[config.mk]
export PLATFORM = sky130hd
export DESIGN_NAME = idc_io_top
export DESIGN_NICKNAME = d
export VERILOG_FILES = /design/src/logic/idc_pkg.sv /design/src/logic/idc_io_top.sv /design/src/logic/idc_pulse_proc.sv
export VERILOG_INCLUDE_DIRS = /design/src /design/src/logic
export SDC_FILE = /design/constraint.sdc
export NUM_CORES = 2
export LEC_CHECK = 0
export ABC_AREA = 1
export BUFFER_PORTS_ARGS = -buffer_cell sky130_fd_sc_hd__buf_2
export CORE_ASPECT_RATIO = 0.9
export CORE_UTILIZATION = 34
export DETAILED_ROUTE_END_ITERATION = 8
export GPL_ROUTABILITY_DRIVEN = 0
export GPL_TIMING_DRIVEN = 0
export PLACE_DENSITY_LB_ADDON = 0.25
export SYNTH_ARGS = -nofsm -noshare
export SYNTH_HDL_FRONTEND = slang
export SYNTH_SLANG_ARGS = --single-unit
export TNS_END_PERCENT = 20
[constraint.sdc]
create_clock -name clk -period 6.9 [get_ports clk]
set_input_delay 0.345 -clock clk [delete_from_list [all_inputs] [get_ports clk]]
set_output_delay 0.345 -clock clk [all_outputs]
set_load 0.05 [all_outputs]
[src/logic/idc_defines.svh]
`ifndef IDC_DEFINES_SVH
`define IDC_DEFINES_SVH

// Board geometry
`define IDC_CHANNELS        32
`define IDC_GROUP_SIZE      4
`define IDC_GROUPS          8
`define IDC_PORT_WIDTH      8
`define IDC_FAULT_BITS      4
`define IDC_PORT_A_BIT_SEVEN 7

// Pulse processor geometry
`define IDC_PP_CHANNELS     8
`define IDC_PP_CHAN_W       3
`define IDC_TABLE_DEPTH     16
`define IDC_TABLE_IDX_W     4
`define IDC_ALU_WIDTH       16
`define IDC_TIMER_WIDTH     16

// Clock and input rate limits
`define IDC_CLK_HZ          40000000
`define IDC_TIMER_IN_MAX_HZ 3000000
`define IDC_PP_COUNT_MAX_HZ 100000
`define IDC_TIMER_MIN_HALF_CYCLES ((`IDC_CLK_HZ / `IDC_TIMER_IN_MAX_HZ) / 2)

// Field positions in the synchroniser vector
`define IDC_SY_PIN          0
`define IDC_SY_PLUG         32
`define IDC_SY_SHORT        64
`define IDC_SY_OVOLT        96
`define IDC_SY_OTEMP        104
`define IDC_SY_MUX          112
`define IDC_SY_LVL5         116
`define IDC_SY_ROUTE        117
`define IDC_SY_TMR          119
`define IDC_SY_WIDTH        121

// Reset values
`define IDC_RST_IRQ_B       1'b1

`endif

[src/logic/idc_pkg.sv]
package idc_pkg;

  // Operating mode of one process table entry
  typedef enum logic [1:0]
  {
    idc_mode_plain = 2'b00,
    idc_mode_pwm   = 2'b01,
    idc_mode_count = 2'b10,
    idc_mode_off   = 2'b11
  } idc_mode_e;

  // One process table entry
  typedef struct packed
  {
    logic        en;
    idc_mode_e   mode;
    logic [2:0]  chan;
    logic [15:0] period;
    logic [15:0] duty;
  } idc_entry_s;

  // Table scanner state
  typedef enum logic [0:0]
  {
    idc_pp_halt = 1'b0,
    idc_pp_run  = 1'b1
  } idc_pp_state_e;

endpackage

[src/logic/idc_io_top.sv]
`timescale 1ns/10ps
`default_nettype none
`include "idc_defines.svh"

module idc_io_top
  import idc_pkg::*;
#(
  parameter int NCH = `IDC_CHANNELS,
  parameter int NGR = `IDC_GROUPS,
  parameter int TW  = `IDC_TIMER_WIDTH
)
(
  // Clock and reset
  input  wire logic                 clk,
  input  wire logic                 rst_b,
  // Field channel pins (open drain driver)
  input  wire logic [NCH-1:0]       field_channel_pin_in,
  output logic      [NCH-1:0]       field_channel_pin_out,
  output logic      [NCH-1:0]       field_channel_pin_oe,
  // Front panel test plugs
  input  wire logic [NCH-1:0]       test_plug_in,
  // Output driver fault sources
  input  wire logic [NCH-1:0]       drv_short,
  input  wire logic [NGR-1:0]       drv_overvolt,
  input  wire logic [NGR-1:0]       drv_overtemp,
  // Build straps
  input  wire logic [3:0]           mux_select,
  input  wire logic                 irq_level_five,
  input  wire logic [1:0]           pp_irq_route,
  // Host configuration
  input  wire logic [NGR-1:0]       grp_dir_out,
  input  wire logic [NCH-1:0]       host_out_level,
  input  wire logic [15:0]          edge_enable,
  input  wire logic [15:0]          edge_rising,
  input  wire logic [1:0]           int_ack,
  // Timer counters
  input  wire logic [1:0]           timer_count_in,
  input  wire logic [1:0]           timer_clear,
  output logic      [TW-1:0]        timer_value_one,
  output logic      [TW-1:0]        timer_value_two,
  // Pulse processor access
  input  wire logic [1:0]           pp_run,
  input  wire logic [1:0]           pp_tbl_we,
  input  wire logic [3:0]           pp_tbl_addr,
  input  wire idc_entry_s           pp_tbl_data,
  input  wire logic [2:0]           pp_rd_sel,
  output logic      [15:0]          pp_count_one,
  output logic      [15:0]          pp_count_two,
  // Controller ports and status
  output logic      [NCH-1:0]       chan_read,
  output logic      [7:0]           edge_input_controller_one_port_a,
  output logic      [7:0]           edge_input_controller_two_port_a,
  output logic      [3:0]           edge_input_controller_one_fault,
  output logic      [3:0]           edge_input_controller_two_fault,
  output logic      [1:0]           int_pending,
  output logic                      host_irq1_b,
  output logic                      host_irq5_b,
  // Front panel LEDs
  output logic      [NCH-1:0]       led_green,
  output logic      [NCH-1:0]       led_red
);

  typedef struct packed
  {
    logic [`IDC_SY_WIDTH-1:0]  s1;
    logic [`IDC_SY_WIDTH-1:0]  s2;
    logic [15:0]               port_a;
    logic [1:0]                int_pend;
    logic [1:0]                tmr_prev;
    logic [1:0][TW-1:0]        tmr;
    logic [NCH-1:0]            pin_out;
    logic [NCH-1:0]            pin_oe;
    logic [NCH-1:0]            chan_read;
    logic [NCH-1:0]            led_g;
    logic [NCH-1:0]            led_r;
    logic [NGR-1:0]            grp_fault;
    logic                      irq1_b;
    logic                      irq5_b;
  } idc_top_s;

  idc_top_s r;
  idc_top_s next_r;

  logic [1:0][7:0] pp_out;
  logic [1:0]      pp_irq;
  logic [1:0][15:0] pp_rd;
  logic [1:0][7:0] pp_chan_in;

  // Synchronised views of the second flip-flop stage
  logic [NCH-1:0] pin_s;
  logic [NCH-1:0] plug_s;
  logic [NCH-1:0] short_s;
  logic [NGR-1:0] ovolt_s;
  logic [NGR-1:0] otemp_s;
  logic [3:0]     mux_s;
  logic           lvl5_s;
  logic [1:0]     route_s;
  logic [1:0]     tmr_s;

  assign pin_s   = r.s2[`IDC_SY_PIN +: NCH];
  assign plug_s  = r.s2[`IDC_SY_PLUG +: NCH];
  assign short_s = r.s2[`IDC_SY_SHORT +: NCH];
  assign ovolt_s = r.s2[`IDC_SY_OVOLT +: NGR];
  assign otemp_s = r.s2[`IDC_SY_OTEMP +: NGR];
  assign mux_s   = r.s2[`IDC_SY_MUX +: 4];
  assign lvl5_s  = r.s2[`IDC_SY_LVL5];
  assign route_s = r.s2[`IDC_SY_ROUTE +: 2];
  assign tmr_s   = r.s2[`IDC_SY_TMR +: 2];

  // Index of the multiplexer serving a group, or -1 for host driven groups
  function automatic int mux_of(input int g);
    case (g)
      0:       mux_of = 0;
      1:       mux_of = 1;
      4:       mux_of = 2;
      5:       mux_of = 3;
      default: mux_of = -1;
    endcase
  endfunction

  // Output direction of a group
  function automatic logic grp_is_out(input int g, input logic [3:0] mux,
                                      input logic [NGR-1:0] host_dir);
    int m;
    m = mux_of(g);
    if (m >= 0)
    begin
      grp_is_out = mux[m];
    end
    else
    begin
      grp_is_out = host_dir[g];
    end
  endfunction

  // Pulse units see the field level of their own channels
  assign pp_chan_in[0] = pin_s[7:0];
  assign pp_chan_in[1] = pin_s[23:16];

  // Two pulse processors, channels 1-8 and 17-24
  generate
    for (genvar k = 0; k < 2; k++)
    begin : g_pp
      idc_pulse_proc u_pp
      (
        .clk       (clk),
        .rst_b     (rst_b),
        .run       (pp_run[k]),
        .tbl_we    (pp_tbl_we[k]),
        .tbl_addr  (pp_tbl_addr),
        .tbl_data  (pp_tbl_data),
        .rd_sel    (pp_rd_sel),
        .chan_in   (pp_chan_in[k]),
        .pulse_out (pp_out[k]),
        .irq       (pp_irq[k]),
        .rd_count  (pp_rd[k])
      );
    end
  endgenerate

  // Channel, fault, LED, edge, interrupt and timer logic
  always_comb
  begin
    logic [NGR-1:0] g_out;
    logic [NGR-1:0] g_zero;
    logic [NGR-1:0] g_shut;
    logic [NCH-1:0] drive;
    logic [NCH-1:0] cfault;
    logic [15:0]    rise;
    logic [15:0]    fall;
    logic [1:0][7:0] ev;
    logic           any_int;
    int             g;
    int             m;
    g_out  = '0;
    g_zero = '1;
    g_shut = '0;
    drive  = '0;
    cfault = '0;
    rise   = '0;
    fall   = '0;
    ev     = '0;
    any_int = 1'b0;
    g      = 0;
    m      = 0;
    next_r = r;

    // Two stage synchroniser on every off-domain input
    next_r.s1 = {timer_count_in, pp_irq_route, irq_level_five, mux_select,
                 drv_overtemp, drv_overvolt, drv_short, test_plug_in,
                 field_channel_pin_in};
    next_r.s2 = r.s1;

    // Group direction and shutdown
    for (int i = 0; i < NGR; i++)
    begin
      g_out[i]  = grp_is_out(i, mux_s, grp_dir_out);
      g_shut[i] = otemp_s[i] | ovolt_s[i];
    end

    // Data source of each channel
    for (int c = 0; c < NCH; c++)
    begin
      g = c / `IDC_GROUP_SIZE;
      m = mux_of(g);
      if (m >= 0)
      begin
        drive[c] = pp_out[m / 2][(m % 2) * 4 + (c % 4)];
      end
      else
      begin
        drive[c] = host_out_level[c];
      end
      if (drive[c])
      begin
        g_zero[g] = 1'b0;
      end
    end

    // Per channel pin drive, readback, faults and LEDs
    next_r.grp_fault = '0;
    for (int c = 0; c < NCH; c++)
    begin
      g = c / `IDC_GROUP_SIZE;
      next_r.pin_out[c] = drive[c] & ~g_shut[g];
      next_r.pin_oe[c]  = g_out[g];
      cfault[c] = g_out[g] & ~plug_s[c] & (short_s[c] | g_shut[g]);
      next_r.chan_read[c] = (!g_out[g] && plug_s[c]) ? 1'b1 : pin_s[c];
      if (cfault[c])
      begin
        next_r.grp_fault[g] = 1'b1;
      end
      next_r.led_r[c] = cfault[c];
      if (g_out[g])
      begin
        next_r.led_g[c] = ~cfault[c] & (drive[c] | (g_zero[g] & pin_s[c]));
      end
      else
      begin
        next_r.led_g[c] = next_r.chan_read[c];
      end
    end

    // Controller port A: channels 1-8 and 17-24, bit seven may carry pulse irq
    next_r.port_a[7:0]  = next_r.chan_read[7:0];
    next_r.port_a[15:8] = next_r.chan_read[23:16];
    if (route_s[0])
    begin
      next_r.port_a[`IDC_PORT_A_BIT_SEVEN] = pp_irq[0];
    end
    if (route_s[1])
    begin
      next_r.port_a[8 + `IDC_PORT_A_BIT_SEVEN] = pp_irq[1];
    end

    // Edge events per configured polarity
    rise = next_r.port_a & ~r.port_a;
    fall = ~next_r.port_a & r.port_a;
    for (int k = 0; k < 2; k++)
    begin
      for (int b = 0; b < 8; b++)
      begin
        ev[k][b] = edge_enable[k * 8 + b] &
                   (edge_rising[k * 8 + b] ? rise[k * 8 + b] : fall[k * 8 + b]);
      end
      next_r.int_pend[k] = (r.int_pend[k] & ~int_ack[k]) | (|ev[k]);
    end

    // Merge and route to the host interrupt line, never masked
    any_int = |next_r.int_pend;
    next_r.irq1_b = ~(any_int & ~lvl5_s);
    next_r.irq5_b = ~(any_int & lvl5_s);

    // Timer counters on synchronised count edges
    next_r.tmr_prev = tmr_s;
    for (int k = 0; k < 2; k++)
    begin
      if (timer_clear[k])
      begin
        next_r.tmr[k] = '0;
      end
      else if (tmr_s[k] && !r.tmr_prev[k])
      begin
        next_r.tmr[k] = r.tmr[k] + TW'(1);
      end
    end
  end

  // State register
  always_ff @(posedge clk)
  begin
    if (!rst_b)
    begin
      r        <= '0;
      r.irq1_b <= `IDC_RST_IRQ_B;
      r.irq5_b <= `IDC_RST_IRQ_B;
    end
    else
    begin
      r <= next_r;
    end
  end

  // Outputs straight from the state register, pulse counts from the pulse units
  assign field_channel_pin_out            = r.pin_out;
  assign field_channel_pin_oe             = r.pin_oe;
  assign chan_read                        = r.chan_read;
  assign edge_input_controller_one_port_a = r.port_a[7:0];
  assign edge_input_controller_two_port_a = r.port_a[15:8];
  assign edge_input_controller_one_fault  = r.grp_fault[3:0];
  assign edge_input_controller_two_fault  = r.grp_fault[7:4];
  assign int_pending                      = r.int_pend;
  assign host_irq1_b                      = r.irq1_b;
  assign host_irq5_b                      = r.irq5_b;
  assign timer_value_one                  = r.tmr[0];
  assign timer_value_two                  = r.tmr[1];
  assign led_green                        = r.led_g;
  assign led_red                          = r.led_r;
  assign pp_count_one                     = pp_rd[0];
  assign pp_count_two                     = pp_rd[1];

endmodule
`default_nettype wire

[src/logic/idc_pulse_proc.sv]
`timescale 1ns/10ps
`default_nettype none
`include "idc_defines.svh"

module idc_pulse_proc
  import idc_pkg::*;
#(
  parameter int CH    = `IDC_PP_CHANNELS,
  parameter int DEPTH = `IDC_TABLE_DEPTH,
  parameter int IDX_W = `IDC_TABLE_IDX_W,
  parameter int W     = `IDC_ALU_WIDTH
)
(
  // Clock and reset
  input  wire logic             clk,
  input  wire logic             rst_b,
  // Control and table access
  input  wire logic             run,
  input  wire logic             tbl_we,
  input  wire logic [IDX_W-1:0] tbl_addr,
  input  wire idc_entry_s       tbl_data,
  input  wire logic [2:0]       rd_sel,
  // Channel side
  input  wire logic [CH-1:0]    chan_in,
  output logic      [CH-1:0]    pulse_out,
  output logic                  irq,
  output logic      [W-1:0]     rd_count
);

  typedef struct packed
  {
    idc_pp_state_e                st;
    logic [IDX_W-1:0]             idx;
    idc_entry_s [DEPTH-1:0]       tbl;
    logic [CH-1:0][W-1:0]         cnt;
    logic [CH-1:0]                last_in;
    logic [CH-1:0]                pout;
    logic                         irq;
    logic [W-1:0]                 rd;
  } idc_pp_reg_s;

  idc_pp_reg_s r;
  idc_pp_reg_s next_r;

  // Table scan, ALU step and channel update
  always_comb
  begin
    idc_entry_s e;
    logic [W-1:0] sum;
    e = r.tbl[r.idx];
    sum = '0;
    next_r = r;
    next_r.irq = 1'b0;
    if (tbl_we)
    begin
      next_r.tbl[tbl_addr] = tbl_data;
    end
    case (r.st)
      idc_pp_halt:
      begin
        next_r.idx = '0;
        if (run)
        begin
          next_r.st = idc_pp_run;
        end
      end
      idc_pp_run:
      begin
        if (!run)
        begin
          next_r.st = idc_pp_halt;
        end
        else if (r.idx == IDX_W'(DEPTH - 1))
        begin
          next_r.idx = '0;
        end
        else
        begin
          next_r.idx = r.idx + 1'b1;
        end
        if (e.en)
        begin
          sum = r.cnt[e.chan] + W'(1);
          case (e.mode)
            idc_mode_plain:
            begin
              next_r.pout[e.chan] = |e.duty;
            end
            idc_mode_pwm:
            begin
              next_r.cnt[e.chan] = (sum >= e.period) ? '0 : sum;
              next_r.pout[e.chan] = (r.cnt[e.chan] < e.duty);
            end
            idc_mode_count:
            begin
              next_r.last_in[e.chan] = chan_in[e.chan];
              if (chan_in[e.chan] && !r.last_in[e.chan])
              begin
                next_r.cnt[e.chan] = sum;
                next_r.irq = (sum == e.period);
              end
            end
            idc_mode_off:
            begin
              next_r.pout[e.chan] = 1'b0;
            end
            default:
            begin
              next_r.pout[e.chan] = 1'b0;
            end
          endcase
        end
      end
      default:
      begin
        next_r.st = idc_pp_halt;
      end
    endcase
    next_r.rd = r.cnt[rd_sel];
  end

  // State register
  always_ff @(posedge clk)
  begin
    if (!rst_b)
    begin
      r <= '0;
    end
    else
    begin
      r <= next_r;
    end
  end

  // Outputs straight from the state register
  assign pulse_out = r.pout;
  assign irq       = r.irq;
  assign rd_count  = r.rd;

endmodule
`default_nettype wire

==> reports/summary.txt <==
Rows: 177
hpwl dp: 333 mm
clock tree root driver cell: clkbuf_16
CP dominant cell by count: nand2_1
met3 usage: 9.44%
utilization after layout: 40.5%
gr ovfl total: 0
Synth Area per Inst: 7.19 µm²
final setup margin: 0.0482 ns
# port buffers: 474
1st-iter DRT viols: 13,600
CTS clk-pin slew, worst paths: 0.06 ns
total of max-cap violations: 0
final setup vio count: 0
P_leak: 39.7 nW
Worst Skew: 0.0956 ns
Crit Path Max Fanout: 10
minimum clock period: 6.85 ns
Peak VDD IR: 0.202 mV
placed insts: 16,200
Min-Delay Path Class: in -> reg
Slew Limit Fails: 0
slowest cell delay on critical path: 0.52 ns
worst hold slack: 0.0551 ns
Seq/Total Area, Yosys: 44.8%
CP Launch Type: flip-flop
vias in the first global route: 81,900
Initial Util: 34.2%
maximum clock frequency: 146 MHz
r2r endpoint: g_pp[0].u_pp.r[142]
Num CTS Buffers: 219
via count: 92,400
clock latency on the worst-skew pair: 0.94 ns
unrepaired setup endpoints after global routing: no
M1 GR Usage: 44.0%
clock power share: 44.1%
Combinational Power Share: 12.0%
Worst EP required: 7.67 ns
core area: 0.258 mm²
crit end category: flip-flop
crit path to: g_pp[0].u_pp.r[142]
Net Sw Power: 7.67 mW
aggregate global-route resource usage: 31.6%
worst slew pin tran: 1.46 ns
outcome: finished clean
Most Crowded Layer GR: met1
Critical Path Start: g_pp[0].u_pp.r[772]
Seq pwr share: 43.8%
TritonCTS clock tree: yes
Worst R2R Start: g_pp[0].u_pp.r[772]
first-pass GRT wire length: 600 mm
area delta synth->final: 18.6%
DRC Markers: 0
met2 usage: 43.3%
CP max-delay cell: dfxtp_1
sw frac: 28.5%
Max Buffers Root-to-Sink: 4
cell area after synthesis: 0.0882 mm²
Final Hold Vio Count: 0
WL/cell: 25.8 µm
most frequent cells in the layout: a21oi_1, o21ai_0, dfxtp_1, inv_1, nand2_1
TritonCTS Sinks: 1,974
NumNets Final: 13,500
I/O pins: 500
reg2reg setup slack: 0.05 ns
commonest non-fill, non-tap cell in the layout: a21oi_1
Synth Register Bits: 1,974
initial antenna violation count: 52
Yosys cell types: 57
synthesized instance count: 12,300
Place WS: -0.681 ns
Die X-Extent: 539 µm
Max-slew headroom: 2.05%
Synthesized Nets: 12,600
Routed Antenna Nets: 0
fin cells: 16,800
Period Utilization, post-route: 99.3%
Pwr per Cell Area: 257 mW/mm²
die area: 0.261 mm²
P_int: 19.2 mW
CTS HTree Levels: 4
Worst Reg-to-Reg Cells: 32
Synth warnings: 0
Die H: 485 µm
Vias/cell: 5.50
final wirelength: 433 mm
drt pass-1 iters: 9
share of cells above drive strength 1: 10.6%
CP Class: reg -> reg
Worst EP arrival: 7.62 ns
largest net degree at the start of global routing: 20
synth_stat cells (all sizes together):
master | n | area (µm²)
a211oi | 9 | 67.6
a21oi | 2242 | 11200
a221oi | 6 | 52.6
a22oi | 44 | 330
a2bb2oi | 1 | 8.76
a311o | 2 | 20.0
a311oi | 56 | 490
a31oi | 37 | 246
a32o | 21 | 210
a41oi | 8 | 70.1
and2 | 5 | 31.3
and3 | 6 | 37.5
buf | 462 | 3100
clkbuf | 752 | 2820
clkinv | 9 | 33.8
dfxtp | 1974 | 39500
ha | 68 | 851
inv | 1622 | 6090
nand2 | 1619 | 6170
nand3 | 589 | 3210
nand3b | 7 | 52.6
nand4 | 27 | 175
nor2 | 544 | 2250
nor3 | 52 | 270
nor3b | 6 | 45.0
nor4 | 8 | 50.1
o211ai | 28 | 210
o21a | 3 | 22.5
o21ai | 2024 | 10100
o21bai | 1 | 7.51
o221a | 2 | 22.5
o221ai | 1 | 8.76
o22ai | 15 | 93.8
o31ai | 2 | 15.0
or2 | 2 | 12.5
or3b | 2 | 17.5
xor2 | 15 | 229
metal layers:
metal / vias up / part of all wire [%]
li1: 41900 / -
met1: 43600 / 42
met2: 5716 / 39
met3: 1100 / 13
met4: 44 / 6.0
met5: - / 0.14
final cells by class:
class / instances / area, µm²
clock inverter: 66 / 663
fill: 27600 / 154000
tap: 3401 / 4260
clock buffer: 327 / 6380
inverter: 1631 / 6130
sequential: 1974 / 39500
timing repair buffer: 692 / 4610
buffer: 1209 / 5910
antenna: 26 / 65.1
multi-input combinational: 7452 / 37100
repair_timing:
action	in CTS	in global routing
hold buffers	192	0
endpoints found under the hold margin	274	0
gates resized for setup	7	33
cloned	0	0
pin swaps	1	2
buffers inserted	2	2
setup endpoints to repair	256	256
power groups by stage:
stage	Clock [mW]	Sequential, mW	Combinational, mW
2_1_floorplan	0	12.0	1.68
3_3_place_gp	0	12.0	2.93
3_5_place_dp	0	12.0	2.96
4_1_cts	11.9	11.8	3.09
5_1_grt	12.4	11.8	3.36
6_report	11.9	11.8	3.23
worst max-delay path, delay by kind of cell (launching register included):
family	cells	cell delay, ns
compound gates	6	1.08
fa+ha+maj	2	0.60
buf+inv	8	1.68
flops	1	0.52
simple gates	16	2.77
how the worst min path moves through the flow:
stage	start	to	slack [ns]	cells after the start
after floorplan	lvl5_s	host_irq5_b	0.37	1
after global placement	next_r[334]	mux_s[0]	0.39	2
after detailed placement	next_r[313]	r[313]	0.40	2
after CTS	pp_tbl_addr[3]	g_pp[1].u_pp.r[425]	0.003	6
after global routing	rst_b	g_pp[1].u_pp.r[679]	0.05	3
final	pp_tbl_addr[3]	g_pp[1].u_pp.r[425]	0.06	6
through the flow:
step                      area, µm²  TNS (ns)  power, mW
after floorplan               88200         0       13.7
after global placement        94800   -291.65       15.0
after detailed placement      95300   -138.97       15.0
after CTS                    104000         0       26.7
after global routing         105000         0       27.5
final                        105000         0       26.9
state kept, by name (all words and copies together), names as in the netlist, 16 cells and up:
signal / flops
chan_read: 32
field_channel_pin_out: 32
g_pp.u_pp.pulse_out: 16
g_pp.u_pp.r: 1498
g_pp.u_pp.rd_count: 32
led_green: 32
led_red: 32
next_r: 123
pin_s: 32
plug_s: 32
r: 36
timer_value_one: 16
timer_value_two: 16
cell families (layout without fill, tap and decap cells):
logic type                 count (synthesis)  in the layout  synth area share (%)
buffers and inverters                   2845           3925                  13.7
adders and majority gates                 68             68                 0.964
DFF                                     1974           1974                  44.8
other                                      0             26                     0
and+or+nand+nor                         2867           2867                  14.0
xor gates and xnor gates                  15             15                 0.260
AOI/OAI and AO/OA                       4502           4502                  26.4
Note: power is estimated with default switching activity, not from simulation.
